**src/rtl/clpc_pkg.sv**
```systemverilog
package clpc_pkg;

   // Register map (byte addresses, one aligned word each)
   localparam logic [7:0] CLPC_CTRL_OFS   = 8'h00;
   localparam logic [7:0] CLPC_STATUS_OFS = 8'h04;
   localparam logic [7:0] CLPC_IRQ_ST_OFS = 8'h08;
   localparam logic [7:0] CLPC_IRQ_MK_OFS = 8'h0c;
   localparam logic [7:0] CLPC_PRESC_OFS  = 8'h10;
   localparam logic [7:0] CLPC_WAKE_OFS   = 8'h14;
   localparam logic [7:0] CLPC_LOWP_OFS   = 8'h18;

   // Control register fields
   localparam int CLPC_CTRL_EXT_EN  = 0;
   localparam int CLPC_CTRL_SEL_EXT = 1;
   localparam int CLPC_CTRL_MON_EN  = 2;

   // Interrupt status bit positions
   localparam int CLPC_IRQ_FAIL = 0;
   localparam int CLPC_IRQ_PLL  = 1;
   localparam int CLPC_IRQ_WAKE = 2;
   localparam int CLPC_IRQ_W    = 3;

   // Values after reset
   localparam logic [2:0]  CLPC_CTRL_RST  = 3'h0;
   localparam logic [7:0]  CLPC_PRESC_RST = 8'h00;
   localparam logic [18:0] CLPC_WAKE_RST  = 19'h7ffff;

   // Low-power command codes
   localparam logic [1:0] CLPC_CMD_SLEEP = 2'h1;
   localparam logic [1:0] CLPC_CMD_STOP  = 2'h2;

   // Clock and monitor timing
   localparam int CLPC_CLK_MHZ      = 40;
   localparam int CLPC_BUS_MAX_MHZ  = 48;
   localparam int CLPC_INT_RC_MHZ   = 8;
   localparam int CLPC_EXT_MIN_MHZ  = 4;
   // Longest allowed gap between external clock edges, in ns
   localparam int CLPC_MON_GAP_NS   = 500;
   localparam int CLPC_MON_GAP_CYC  =
      (CLPC_MON_GAP_NS * CLPC_CLK_MHZ) / 1000;

   typedef enum logic [1:0] {
      CLPC_SRC_INT_RC,
      CLPC_SRC_EXT,
      CLPC_SRC_PLL
   } clpc_src_t;

   typedef enum {
      CLPC_RUN,
      CLPC_SLEEP,
      CLPC_STOP
   } clpc_pwr_t;

   // Bus prescaler setting, log2 divide factors
   typedef struct packed {
      logic [3:0] ahb_div;
      logic [3:0] apb_div;
   } clpc_presc_t;

   // Wake sources: 16 external lines, rtc, two-wire, serial
   typedef struct packed {
      logic        serial_port_one;
      logic        two_wire_port_one;
      logic        rtc;
      logic [15:0] lines;
   } clpc_wake_t;

endpackage

```
**src/rtl/clpc_top.sv**
```systemverilog
// The register addresses and strobed register access were chosen for this implementation.
`timescale 1ns/1ps

// How it works
// RL1: After reset the processor runs from the internal 8 MHz RC.
// RL2: A selected external 4-32 MHz clock is watched all the while in use.
// RL3: A failed external clock hands the system back to the internal RC.
// RL4: A clock failure raises the interrupt only when its mask bit is set.
// RL5: A failure seen on the PLL input path also raises an interrupt.
// RL6: Prescalers derive bus clocks, each kept at or below 48 MHz.
// RL7: Sleep halts only the processor clock and any interrupt resumes it.
// RL8: Stop gates all core clocks and disables PLL, RC and crystal.
// RL9: Any enabled line of the 19 wake sources leaves Stop mode.
// RL10: Stop leaves the real-time clock, watchdog and their clocks running.
// RL11: The outside circuit holds the power-on reset pin low until stable.
// RL12: The failure flag stays set after fallback until software clears it.
module clpc_top
   import clpc_pkg::*;
#(
   parameter int MON_GAP = CLPC_MON_GAP_CYC
) (
   input  wire logic        clk_i,            // 40 MHz system clock
   input  wire logic        reset_n_i,        // Async reset, active low
   input  wire logic        power_on_reset_pin_i, // Reset pin level
   input  wire logic        ext_osc_clk_i,    // External clock, raw pin
   input  wire logic        pll_in_fail_i,    // PLL input loss, async
   input  wire logic [18:0] wake_src_i,       // Event lines, async
   input  wire logic        periph_irq_i,     // Any peripheral event
   input  wire logic [7:0]  addr_i,           // Register byte address
   input  wire logic [31:0] wdata_i,          // Write data
   input  wire logic        wr_i,             // Write strobe
   input  wire logic        rd_i,             // Read strobe
   output logic      [31:0] rdata_o,          // Read data, next cycle
   output logic             irq_o,            // Level interrupt
   output clpc_src_t        sys_src_o,        // Selected clock source
   output logic             cpu_clk_en_o,     // Processor clock gate
   output logic             core_clk_en_o,    // Core domain clock gate
   output logic             int_rc_en_o,      // Internal RC enable
   output logic             ext_osc_en_o,     // Crystal enable
   output logic             pll_en_o,         // PLL enable
   output logic             lsclk_keep_o,     // RTC and watchdog clocks
   output logic      [3:0]  ahb_div_o,        // AHB log2 divide
   output logic      [3:0]  apb_div_o,        // APB log2 divide
   output logic             chip_reset_o      // Holds chip in reset
);

   logic [2:0]  ctrl_q;
   clpc_presc_t presc_q;
   logic [18:0] wake_en_q;
   logic [CLPC_IRQ_W-1:0] ist_q;
   logic [CLPC_IRQ_W-1:0] imk_q;
   logic        fail_q;
   clpc_pwr_t   pwr_q;
   clpc_src_t   src_q;
   logic [2:0]  ext_sync_q;
   logic [2:0]  pll_sync_q;
   logic [2:0]  por_sync_q;
   logic [18:0] wk_s1_q;
   logic [18:0] wk_s2_q;
   logic [18:0] wk_s3_q;
   logic        ext_lvl_q;
   logic        pll_lvl_q;
   logic        por_lvl_q;
   logic [18:0] wk_lvl_q;
   logic [15:0] gap_q;
   logic        fail_ev;
   logic        pll_ev;
   logic        wake_ev;
   logic        wr_ctrl;
   logic        rd_ist;
   logic        cmd_sleep;
   logic        cmd_stop;

   // Rate check on one bus clock; a slip here would overclock a bus
   function automatic logic [3:0] clpc_div_ok(input logic [3:0] d);
      if (CLPC_CLK_MHZ <= CLPC_BUS_MAX_MHZ) begin
         return d;
      end
      return (d == 4'h0) ? 4'h1 : d;
   endfunction

   // Exact byte-address match for one register strobe
   function automatic logic clpc_hit(input logic       strobe,
                                     input logic [7:0] addr,
                                     input logic [7:0] ofs);
      return strobe && (addr == ofs);
   endfunction

   // Strobe decodes shared by several processes
   assign wr_ctrl   = clpc_hit(wr_i, addr_i, CLPC_CTRL_OFS);
   assign rd_ist    = clpc_hit(rd_i, addr_i, CLPC_IRQ_ST_OFS);
   assign cmd_sleep = clpc_hit(wr_i, addr_i, CLPC_LOWP_OFS)
                      && (wdata_i[1:0] == CLPC_CMD_SLEEP);
   assign cmd_stop  = clpc_hit(wr_i, addr_i, CLPC_LOWP_OFS)
                      && (wdata_i[1:0] == CLPC_CMD_STOP);

   // Crystal synchroniser; stages two and three feed decisions
   always_ff @(posedge clk_i or negedge reset_n_i) begin
      if (!reset_n_i) begin
         ext_sync_q <= 3'h0;
      end else begin
         ext_sync_q <= {ext_sync_q[1:0], ext_osc_clk_i};
      end
   end

   // PLL input failure synchroniser
   always_ff @(posedge clk_i or negedge reset_n_i) begin
      if (!reset_n_i) begin
         pll_sync_q <= 3'h0;
      end else begin
         pll_sync_q <= {pll_sync_q[1:0], pll_in_fail_i};
      end
   end

   // Reset pin synchroniser; clears to the held-in-reset level
   always_ff @(posedge clk_i or negedge reset_n_i) begin
      if (!reset_n_i) begin
         por_sync_q <= 3'h0;
      end else begin
         por_sync_q <= {por_sync_q[1:0], power_on_reset_pin_i};
      end
   end

   // Wake line synchronisers, one chain of three per line
   always_ff @(posedge clk_i or negedge reset_n_i) begin
      if (!reset_n_i) begin
         wk_s1_q <= 19'h00000;
         wk_s2_q <= 19'h00000;
         wk_s3_q <= 19'h00000;
      end else begin
         wk_s1_q <= wake_src_i;
         wk_s2_q <= wk_s1_q;
         wk_s3_q <= wk_s2_q;
      end
   end

   // Crystal level moves only when stages two and three agree
   always_ff @(posedge clk_i or negedge reset_n_i) begin
      if (!reset_n_i) begin
         ext_lvl_q <= 1'b0;
      end else if (ext_sync_q[1] == ext_sync_q[2]) begin
         ext_lvl_q <= ext_sync_q[2];
      end
   end

   // PLL failure level; reset matches the idle pin, so no false edge
   always_ff @(posedge clk_i or negedge reset_n_i) begin
      if (!reset_n_i) begin
         pll_lvl_q <= 1'b0;
      end else if (pll_sync_q[1] == pll_sync_q[2]) begin
         pll_lvl_q <= pll_sync_q[2];
      end
   end

   // Reset pin level; starts low so the chip stays held until
   // the pin has been seen high on two samples
   always_ff @(posedge clk_i or negedge reset_n_i) begin
      if (!reset_n_i) begin
         por_lvl_q <= 1'b0;
      end else if (por_sync_q[1] == por_sync_q[2]) begin
         por_lvl_q <= por_sync_q[2];
      end
   end

   // Wake lines filtered bit by bit; a glitch shorter than two
   // samples never reaches the Stop exit
   always_ff @(posedge clk_i or negedge reset_n_i) begin
      if (!reset_n_i) begin
         wk_lvl_q <= 19'h00000;
      end else begin
         for (int i = 0; i < 19; i++) begin
            if (wk_s2_q[i] == wk_s3_q[i]) begin
               wk_lvl_q[i] <= wk_s3_q[i];
            end
         end
      end
   end

   // RL11 reset pin low keeps the chip held
   assign chip_reset_o = !por_lvl_q;

   // Control word, always written whole
   always_ff @(posedge clk_i or negedge reset_n_i) begin
      if (!reset_n_i) begin
         ctrl_q <= CLPC_CTRL_RST;
      end else if (wr_ctrl) begin
         ctrl_q <= wdata_i[2:0];
      end
   end

   // Bus prescaler setting
   always_ff @(posedge clk_i or negedge reset_n_i) begin
      if (!reset_n_i) begin
         presc_q <= CLPC_PRESC_RST;
      end else if (clpc_hit(wr_i, addr_i, CLPC_PRESC_OFS)) begin
         presc_q <= wdata_i[7:0];
      end
   end

   // Wake enables; all sources armed after reset
   always_ff @(posedge clk_i or negedge reset_n_i) begin
      if (!reset_n_i) begin
         wake_en_q <= CLPC_WAKE_RST;
      end else if (clpc_hit(wr_i, addr_i, CLPC_WAKE_OFS)) begin
         wake_en_q <= wdata_i[18:0];
      end
   end

   // Interrupt mask, same layout as the status word
   always_ff @(posedge clk_i or negedge reset_n_i) begin
      if (!reset_n_i) begin
         imk_q <= '0;
      end else if (clpc_hit(wr_i, addr_i, CLPC_IRQ_MK_OFS)) begin
         imk_q <= wdata_i[CLPC_IRQ_W-1:0];
      end
   end

   // RL2 edge-gap watchdog on the external clock while it is in use
   always_ff @(posedge clk_i or negedge reset_n_i) begin
      if (!reset_n_i) begin
         gap_q <= 16'h0000;
      end else if (!(ctrl_q[CLPC_CTRL_MON_EN] && src_q == CLPC_SRC_EXT)
                   || (ext_lvl_q != ext_sync_q[2]
                       && ext_sync_q[1] == ext_sync_q[2])) begin
         gap_q <= 16'h0000;
      end else if (gap_q != 16'hffff) begin
         gap_q <= gap_q + 16'h0001;
      end
   end

   assign fail_ev = ctrl_q[CLPC_CTRL_MON_EN] && (src_q == CLPC_SRC_EXT)
                    && (gap_q == 16'(MON_GAP));
   // RL5 rising failure on the PLL input path
   assign pll_ev  = pll_sync_q[1] && pll_sync_q[2] && !pll_lvl_q;
   assign wake_ev = |(wk_lvl_q & wake_en_q) && (pwr_q == CLPC_STOP);

   // RL1 internal RC after reset; RL3 automatic fallback on failure
   // A select is judged on the written word, since the old control
   // value would still show the crystal disabled in that cycle
   always_ff @(posedge clk_i or negedge reset_n_i) begin
      if (!reset_n_i) begin
         src_q <= CLPC_SRC_INT_RC;
      end else if (fail_ev) begin
         src_q <= CLPC_SRC_INT_RC;
      end else if (wr_ctrl) begin
         if (wdata_i[CLPC_CTRL_SEL_EXT] && wdata_i[CLPC_CTRL_EXT_EN]
             && !fail_q) begin
            src_q <= CLPC_SRC_EXT;
         end else begin
            src_q <= CLPC_SRC_INT_RC;
         end
      end else if (!ctrl_q[CLPC_CTRL_EXT_EN]) begin
         src_q <= CLPC_SRC_INT_RC;
      end
   end

   // RL12 failure flag held until cleared through the control write
   always_ff @(posedge clk_i or negedge reset_n_i) begin
      if (!reset_n_i) begin
         fail_q <= 1'b0;
      end else if (fail_ev) begin
         fail_q <= 1'b1;
      end else if (wr_ctrl && !wdata_i[CLPC_CTRL_SEL_EXT]) begin
         fail_q <= 1'b0;
      end
   end

   // RL4 sticky events; a new event beats the clear-on-read
   always_ff @(posedge clk_i or negedge reset_n_i) begin
      if (!reset_n_i) begin
         ist_q <= '0;
      end else begin
         ist_q <= (rd_ist ? '0 : ist_q)
                  | {wake_ev, pll_ev, fail_ev};
      end
   end

   assign irq_o = |(ist_q & imk_q);

   // RL7 Sleep resumes on interrupt; RL9 Stop ends on enabled wake line
   always_ff @(posedge clk_i or negedge reset_n_i) begin
      if (!reset_n_i) begin
         pwr_q <= CLPC_RUN;
      end else begin
         case (pwr_q)
            CLPC_RUN: begin
               if (cmd_stop) begin
                  pwr_q <= CLPC_STOP;
               end else if (cmd_sleep) begin
                  pwr_q <= CLPC_SLEEP;
               end
            end
            CLPC_SLEEP: begin
               if (periph_irq_i || irq_o) begin
                  pwr_q <= CLPC_RUN;
               end
            end
            CLPC_STOP: begin
               if (|(wk_lvl_q & wake_en_q)) begin
                  pwr_q <= CLPC_RUN;
               end
            end
            default: pwr_q <= CLPC_RUN;
         endcase
      end
   end

   // RL8 clocks and oscillators off in Stop; RL7 only cpu gated in Sleep
   assign cpu_clk_en_o  = (pwr_q == CLPC_RUN);
   assign core_clk_en_o = (pwr_q != CLPC_STOP);
   assign int_rc_en_o   = (pwr_q != CLPC_STOP);
   assign ext_osc_en_o  = (pwr_q != CLPC_STOP) && ctrl_q[CLPC_CTRL_EXT_EN];
   assign pll_en_o      = 1'b0;
   // RL10 low-speed clocks never stopped by Stop
   assign lsclk_keep_o  = 1'b1;
   assign sys_src_o     = src_q;
   // RL6 bus dividers applied through the rate check
   assign ahb_div_o     = clpc_div_ok(presc_q.ahb_div);
   assign apb_div_o     = clpc_div_ok(presc_q.apb_div);

   // Read port, data valid the cycle after the strobe
   always_ff @(posedge clk_i or negedge reset_n_i) begin
      if (!reset_n_i) begin
         rdata_o <= 32'h00000000;
      end else if (rd_i) begin
         case (addr_i)
            CLPC_CTRL_OFS:   rdata_o <= {29'h0, ctrl_q};
            CLPC_STATUS_OFS: rdata_o <= {26'h0, pwr_q == CLPC_STOP,
                                         pwr_q == CLPC_SLEEP,
                                         fail_q, ext_lvl_q, src_q};
            CLPC_IRQ_ST_OFS: rdata_o <= {29'h0, ist_q};
            CLPC_IRQ_MK_OFS: rdata_o <= {29'h0, imk_q};
            CLPC_PRESC_OFS:  rdata_o <= {24'h0, presc_q};
            CLPC_WAKE_OFS:   rdata_o <= {13'h0, wake_en_q};
            default:         rdata_o <= 32'h00000000;
         endcase
      end else begin
         rdata_o <= 32'h00000000;
      end
   end

endmodule

```
**config.mk**
```make
export PLATFORM = sky130hd
export DESIGN_NAME = clpc_top
export DESIGN_NICKNAME = d
export VERILOG_FILES = /design/src/rtl/clpc_pkg.sv /design/src/rtl/clpc_top.sv
export SDC_FILE = /design/constraint.sdc
export NUM_CORES = 1
export LEC_CHECK = 0
export ABC_AREA = 1
export BUFFER_PORTS_ARGS = -buffer_cell sky130_fd_sc_hd__buf_4
export CELL_PAD_IN_SITES_DETAIL_PLACEMENT = 0
export CELL_PAD_IN_SITES_GLOBAL_PLACEMENT = 1
export CORE_MARGIN = 4
export CORE_UTILIZATION = 43
export DETAILED_ROUTE_END_ITERATION = 8
export PLACE_DENSITY_LB_ADDON = 0.1
export SLEW_MARGIN = 20
export SYNTH_ARGS = -nofsm -noshare
export SYNTH_HDL_FRONTEND = slang
export SYNTH_SLANG_ARGS = --single-unit
```
**constraint.sdc**
```tcl
create_clock -name clk_i -period 1.97 [get_ports clk_i]
set_clock_uncertainty 0.2 [all_clocks]
set_input_delay 0.0985 -clock clk_i [delete_from_list [all_inputs] [get_ports clk_i]]
set_output_delay 0.0985 -clock clk_i [all_outputs]
set_load 0.02 [all_outputs]
```
; ---- Yosys cells after proc, flatten, opt, wreduce, memory -nomap -nowiden
; Cells that the tools add are included.
[totals]
regBits = 207
inputBits = 67
output_inout_bits = 50
elab_cells = 135
[classes]
add_sub_neg = 1
n_eq_ne = 43
n_mux = 16
bitwise = 3
n_reduce_logical = 33
[ops]
columns = cell, count
row1 = $mux W32, 4
row2 = $pmux W19 S6, 1
row3 = $pmux W32 S3, 1
row4 = $eq A32 B2 Y1 const B, 2
row5 = $logic_not A32 Y1, 2
row6 = $eq A32 B1 Y1 const B, 1
row7 = $eq A32 B3 Y1 const B, 1
row8 = $mux W16, 2
row9 = $ne A32 B3 Y1 const B, 1
row10 = $eq A8 B5 Y1 const B, 3
row11 = $eq A1 B1 Y1, 22
row12 = $and A19 B19 Y19, 1
row13 = $mux W19, 1
row14 = $reduce_or A19 Y1, 1
row15 = $logic_and A1 B1 Y1, 18
row16 = $add A16 B1 Y16 const B, 1
row17 = $eq A16 B5 Y1 const B, 1
row18 = $eq A8 B4 Y1 const B, 2
row19 = $ne A16 B16 Y1 const B, 1
row20 = $eq A8 B3 Y1 const B, 1
row21 = $logic_not A8 Y1, 1
row22 = $mux W2, 3
row23 = $logic_not A1 Y1, 5
row24 = $eq A2 B1 Y1 const B, 2
row25 = other kinds (13), 18

; ---- Longest topological paths before layout
[logic_depth]
word_depth = 6
depth_mapped = 10
ltp_nobuf = 9

; ---- Least setup slack after synthesis
; OpenSTA, ideal clock, no wires.
[synth_path]
kind = flip-flop to flip-flop
startpoint = register gap_q[0]
endpoint = register gap_q[6]
arrival_time_ns = 1.413
required_time_ns = 1.696
path_slack_ns = 0.283
path_stages_with_launch = 9
period_less_slack_ns = 1.687
path_cell_list = dfrtp_1 ha_1 nand2_1 nor3_4 nand3_2 nor3_4 inv_2 buf_6 o21ai_2
[synth_between]
elab_chain_cells = 3
word_cells_on_any_way = 5
[synth_rtl]
columns = item, line
row1 = "start, declared", clpc_top.sv:65  ; logic [15:0] gap_q;
row2 = "start signal, assigned", clpc_top.sv:227  ; gap_q <= gap_q + 16'h0001;
row3 = $add A16 B1 Y16, clpc_top.sv:227
row4 = $mux W16, clpc_top.sv:226  ; end else if (gap_q != 16'hffff) begin
row5 = $mux W16, clpc_top.sv:222  ; end else if (!(ctrl_q[CLPC_CTRL_MON_EN] && src_q == CLPC_SRC_EXT)
; Parallel ways exist; a longest one is shown, timed or not. The select of a mux whose other input is x is not followed.
; A chain may end at the register's enable or synchronous reset.

; ---- Worst setup path after layout
[layout_path]
startpoint = input port addr_i[7]
endpoint = register pwr_q[0]
[layout_between]
elab_chain_cells = 5
word_cells_on_any_way = 8
[layout_rtl]
columns = item, line
row1 = "start, declared", clpc_top.sv:29  ; input wire logic [7:0] addr_i,
row2 = $eq A8 B5 Y1 (*), clpc_top.sv:86  ; return strobe && (addr == ofs);
row3 = $logic_and A1 B1 Y1 (*), clpc_top.sv:86
row4 = "$logic_and A1 B1 Y1, on equally long branches", "clpc_top.sv:93, clpc_top.sv:95"
row5 = $ne A3 B3 Y1 (no line) or $mux W32 (tied branches), --
row6 = $reduce_and A3 Y1 (no line) or $pmux W32 S3 (tied branches), --
row7 = "end signal, assigned", clpc_top.sv:283  ; pwr_q <= CLPC_RUN;
row8 = "end signal, assigned", clpc_top.sv:288  ; pwr_q <= CLPC_STOP;
row9 = "end signal, assigned", clpc_top.sv:290  ; pwr_q <= CLPC_SLEEP;
row10 = "end, declared", clpc_top.sv:53  ; clpc_pwr_t pwr_q;
; Mark *: on every way between the ends. The rest lies on a longest branch, timed or not.

==> out/results.txt <==
status = finished clean
R2R depth = 7
DRC marker count from the first detailed-route iteration = 334
arrival time at the worst endpoint = 2000 ps
power spent charging and discharging nets = 1.71 mW
Final Hold Violating Endpoints = 0
gr ovfl total = 0
Avg Vias per Cell = 4.63
Critical Setup Path Class = in -> reg
biggest cell delay along the critical path = 590 ps
Adder-Cell Fraction of Synth Area = 3.77%
count of pins on the block boundary = 117
startpoint of the worst-slack reg-to-reg timing path = gap_q[0]$_DFFE_PN0P_
min-delay worst type = in -> reg
end of the worst register-to-register path = gap_q[2]$_DFFE_PN0P_
share of final-layout standard cells stronger than drive strength 1 = 22.8%
maximum buffer depth of the clock tree = 2
initial antenna violation count = 0
register area share after synthesis = 65.1%
Initial Util = 44.7%
Hold Path End = pwr_q[0]$_DFFE_PN0P_
worst endpoint required time = 2080 ps
final cycle utilization of the critical path = 95.9%
maximum number of pins on one net before global-route repair = 52
Post-CTS Setup Bufs = 0
Worst Hold Depth = 8
most area-hungry cell type in the Yosys netlist = sky130_fd_sc_hd__dfrtp_1
H-tree depth = 4
synthesis-stage register bit count = 163
area share of the largest cell type after synthesis = 57.1%
largest delay contributor family on the critical path = buffers and inverters
ranking of synthesized cells by area = sky130_fd_sc_hd__dfrtp_1, sky130_fd_sc_hd__dfstp_2, sky130_fd_sc_hd__nand2_1
number of diodes = 0
clk root buf = sky130_fd_sc_hd__clkbuf_16
final sum of negative setup slack = 0 ps
worst-case register-to-register setup slack = 200 ps
number of input and output port buffers inserted = 87
# nets final = 821
CP Launch Type = input port
wire length after detailed routing = 13.3 mm
cell area after synthesis = 0.00631 mm2
placed inst area = 0.00713 mm2
endpoint kind of the worst setup timing path = flip-flop
die boundary width = 129 um
clock buffer count from CTS = 17
net switching fraction of the power = 23.5%
vias in the first global route = 4385
max_cap viols = 0
CTS sink cnt = 163
Core Box Area = 0.0141 mm2
simple-gate share of the synthesized area = 16.8%
clock insertion delay at the later pin of the skew report = 420 ps
source of the worst hold timing path = addr_i[5]
clock slew at the register clock pins of the worst setup and hold paths = 70 ps
cell area after layout = 0.00825 mm2
Compound-Gate Fraction of Synth Area = 5.77%
dominant synthesized flop cell = sky130_fd_sc_hd__dfrtp_1
endpoints failing setup = 0
EDFF count, synth = 0
largest family of logic cells by synthesized area = simple AND/OR/NAND/NOR gates
routed len/inst = 14.1 um
largest fanout of any net on the critical path = 4
count of warnings emitted by yosys = 0
Period minus WS final = 1890 ps
routed via count = 4368
first-pass GRT wire length = 21.9 mm
fin. max-slew vios = 0
placer congestion estimate = 0.869
Die Footprint = 0.0167 mm2
cells traversed along the worst timing path = dlygate4sd3_1, buf_4, inv_1, nand2_1, nor2_4, dlygate4sd3_1, nand3_1, nand2_1, inv_1, nand4_1, nand2_1
maximum clock frequency = 530 MHz
detailed-route DRC error count = 0
TritonCTS clock tree = yes
Area growth syn-to-layout = 30.9%
overall fraction of global-route tracks in use = 16.9%
most common cell in the netlist = sky130_fd_sc_hd__dfrtp_1
sequential share of power = 49.5%
mean instance size in the synthesized netlist = 10.6 um2
number of distinct library cells after synthesis = 36
fraction of synthesized cell area in xor and xnor cells = 1.25%
combinational fraction of design power = 6.7%
TritonRoute pass-1 iters = 5
Detail Placement HPWL = 8.94 mm
residual antenna-violating net count after detailed routing = 0
Core Rows = 43
die boundary height = 129 um
Post-synth top cells = sky130_fd_sc_hd__dfrtp_1, sky130_fd_sc_hd__nand2_1, sky130_fd_sc_hd__inv_1, sky130_fd_sc_hd__nor2_1, sky130_fd_sc_hd__o21ai_0
synthesized netlist cell count = 595
mux cell area share after synthesis = 0.179%
part of the total power dissipated in the clock network = 43.8%
Crit path buffers/inverters = 5
setup repair after global routing missed its margin = no
master of the slowest instance on the critical path = sky130_fd_sc_hd__dlygate4sd3_1
share of flip-flops with an asynchronous set or reset = 100%
internal power = 5.56 mW
static power due to leakage = 4.05 nW
critical path's most frequent cell = sky130_fd_sc_hd__nand2_1
VDD IR max = 0.710 mV
power density of the placed cells = 881 mW/mm2
-- cell usage in the layout (no fill, tap or decap), types with 2 or more instances in the layout --
master	count
sky130_fd_sc_hd__clkbuf_1	2
sky130_fd_sc_hd__clkinvlp_4	3
sky130_fd_sc_hd__ha_1	3
sky130_fd_sc_hd__o211ai_1	2
sky130_fd_sc_hd__nand3_2	2
sky130_fd_sc_hd__conb_1	16
sky130_fd_sc_hd__o21ai_1	8
sky130_fd_sc_hd__nor2_4	3
sky130_fd_sc_hd__clkbuf_16	17
sky130_fd_sc_hd__a21oi_2	8
sky130_fd_sc_hd__nor2_1	58
sky130_fd_sc_hd__nor3_1	10
sky130_fd_sc_hd__inv_6	3
sky130_fd_sc_hd__o21ai_0	29
sky130_fd_sc_hd__inv_1	66
sky130_fd_sc_hd__inv_8	2
sky130_fd_sc_hd__xnor2_1	2
sky130_fd_sc_hd__xor2_1	7
sky130_fd_sc_hd__a21oi_1	7
sky130_fd_sc_hd__maj3_1	20
sky130_fd_sc_hd__dfstp_2	19
sky130_fd_sc_hd__buf_4	92
sky130_fd_sc_hd__clkinv_4	2
sky130_fd_sc_hd__nand4_1	6
sky130_fd_sc_hd__dfrtp_1	144
sky130_fd_sc_hd__nand2_2	4
sky130_fd_sc_hd__nand2_1	127
sky130_fd_sc_hd__o21ai_2	5
sky130_fd_sc_hd__nand3_1	27
sky130_fd_sc_hd__nor3_4	2
sky130_fd_sc_hd__buf_12	3
sky130_fd_sc_hd__dlygate4sd3_1	52
-- final cells by class --
class	count	area (um2)
Fill cell	1243	5840
Sequential cell	163	4100
Multi-Input combinational cell	354	1820
Timing Repair Buffer	148	1280
Clock buffer	20	447
Inverter	67	254
Tap cell	180	225
Clock inverter	12	124
-- metrics by stage --
stage | hold slack, ps | cells | setup WS (ps) | utilization (%) | total power, mW
after floorplan | -397 | 609 | 283 | - | 3.84
after global placement | -176 | 859 | 216 | 50.6 | 4.05
after detailed placement | -170 | 859 | 180 | 50.6 | 4.07
after CTS | 9.67 | 944 | 77.4 | 58.5 | 7.35
after global routing | 58.9 | 944 | 2.66 | 58.5 | 7.58
final | 26.8 | 944 | 81.6 | 58.5 | 7.27
-- kinds of logic (layout without fill, tap and decap cells) --
logic type               Yosys count  in the layout
XOR/XNOR                           9              9
adder cells (fa/ha/maj)           23             23
buffers and inverters             92            247
other                              2             16
multiplexers                       1              1
AO/OA/AOI/OAI                     61             61
AND/OR/NAND/NOR                  244            244
flip-flops                       163            163
-- power groups by stage --
| stage | logic (mW) | clock network (mW) | registers, mW |
|---|---|---|---|
| floorplan | 0.195 | 0 | 3.64 |
| detailed placement | 0.403 | 0 | 3.66 |
| CTS | 0.493 | 3.25 | 3.60 |
| finish | 0.486 | 3.18 | 3.60 |
| global placement | 0.395 | 0 | 3.66 |
| global route | 0.547 | 3.42 | 3.62 |
-- per-layer routing --
metal	share of wire, %	wire length (um)	vias up	global-route usage, %
met2	45	6010	112	26.1
li1	-	-	2169	-
met4	1.3	167	0	5.37
met1	49	6490	2073	23.7
met5	0	0	-	0
met3	4.6	612	14	4.08
-- worst max-delay path by stage --
stage | startpoint | end | slack, ps | cells past startpoint
finish | addr_i[7] | pwr_q[0]$_DFFE_PN0P_ | 80 | 11
detailed placement | gap_q[1]$_DFFE_PN0P_ | gap_q[2]$_DFFE_PN0P_ | 180 | 7
global route | addr_i[7] | pwr_q[0]$_DFFE_PN0P_ | 3 | 11
floorplan | gap_q[0]$_DFFE_PN0P_ | gap_q[6]$_DFFE_PN0P_ | 280 | 8
global placement | gap_q[0]$_DFFE_PN0P_ | gap_q[2]$_DFFE_PN0P_ | 220 | 7
CTS | addr_i[1] | rdata_o[4]$_DFF_PN0_ | 80 | 8
-- timing repair --
action / 4_1_cts / 5_1_grt
hold buffers: 53 / 0
endpoints found under the hold margin: 226 / 0
gates resized for setup: 0 / 3
setup endpoints to repair: 0 / 7
-- registers in the layout, summed over array words and instances (netlist names), 4 cells and up --
name       count
apb_div_o      4
wk_s1_q       19
wk_s2_q       19
gap_q         16
ahb_div_o      4
wk_s3_q       19
rdata_o       19
wk_lvl_q      19
wake_en_q     19
-- worst register-to-register path, cell delays in order, from the launching register on --
cell and delay (ps):
sky130_fd_sc_hd__dfrtp_1 410, sky130_fd_sc_hd__ha_1 210, sky130_fd_sc_hd__nand2_1 110, sky130_fd_sc_hd__nor3_4 150
sky130_fd_sc_hd__nand3_2 110, sky130_fd_sc_hd__nor3_4 250, sky130_fd_sc_hd__inv_4 150, sky130_fd_sc_hd__o21ai_0 100
Power figures use the tool's default switching activity.
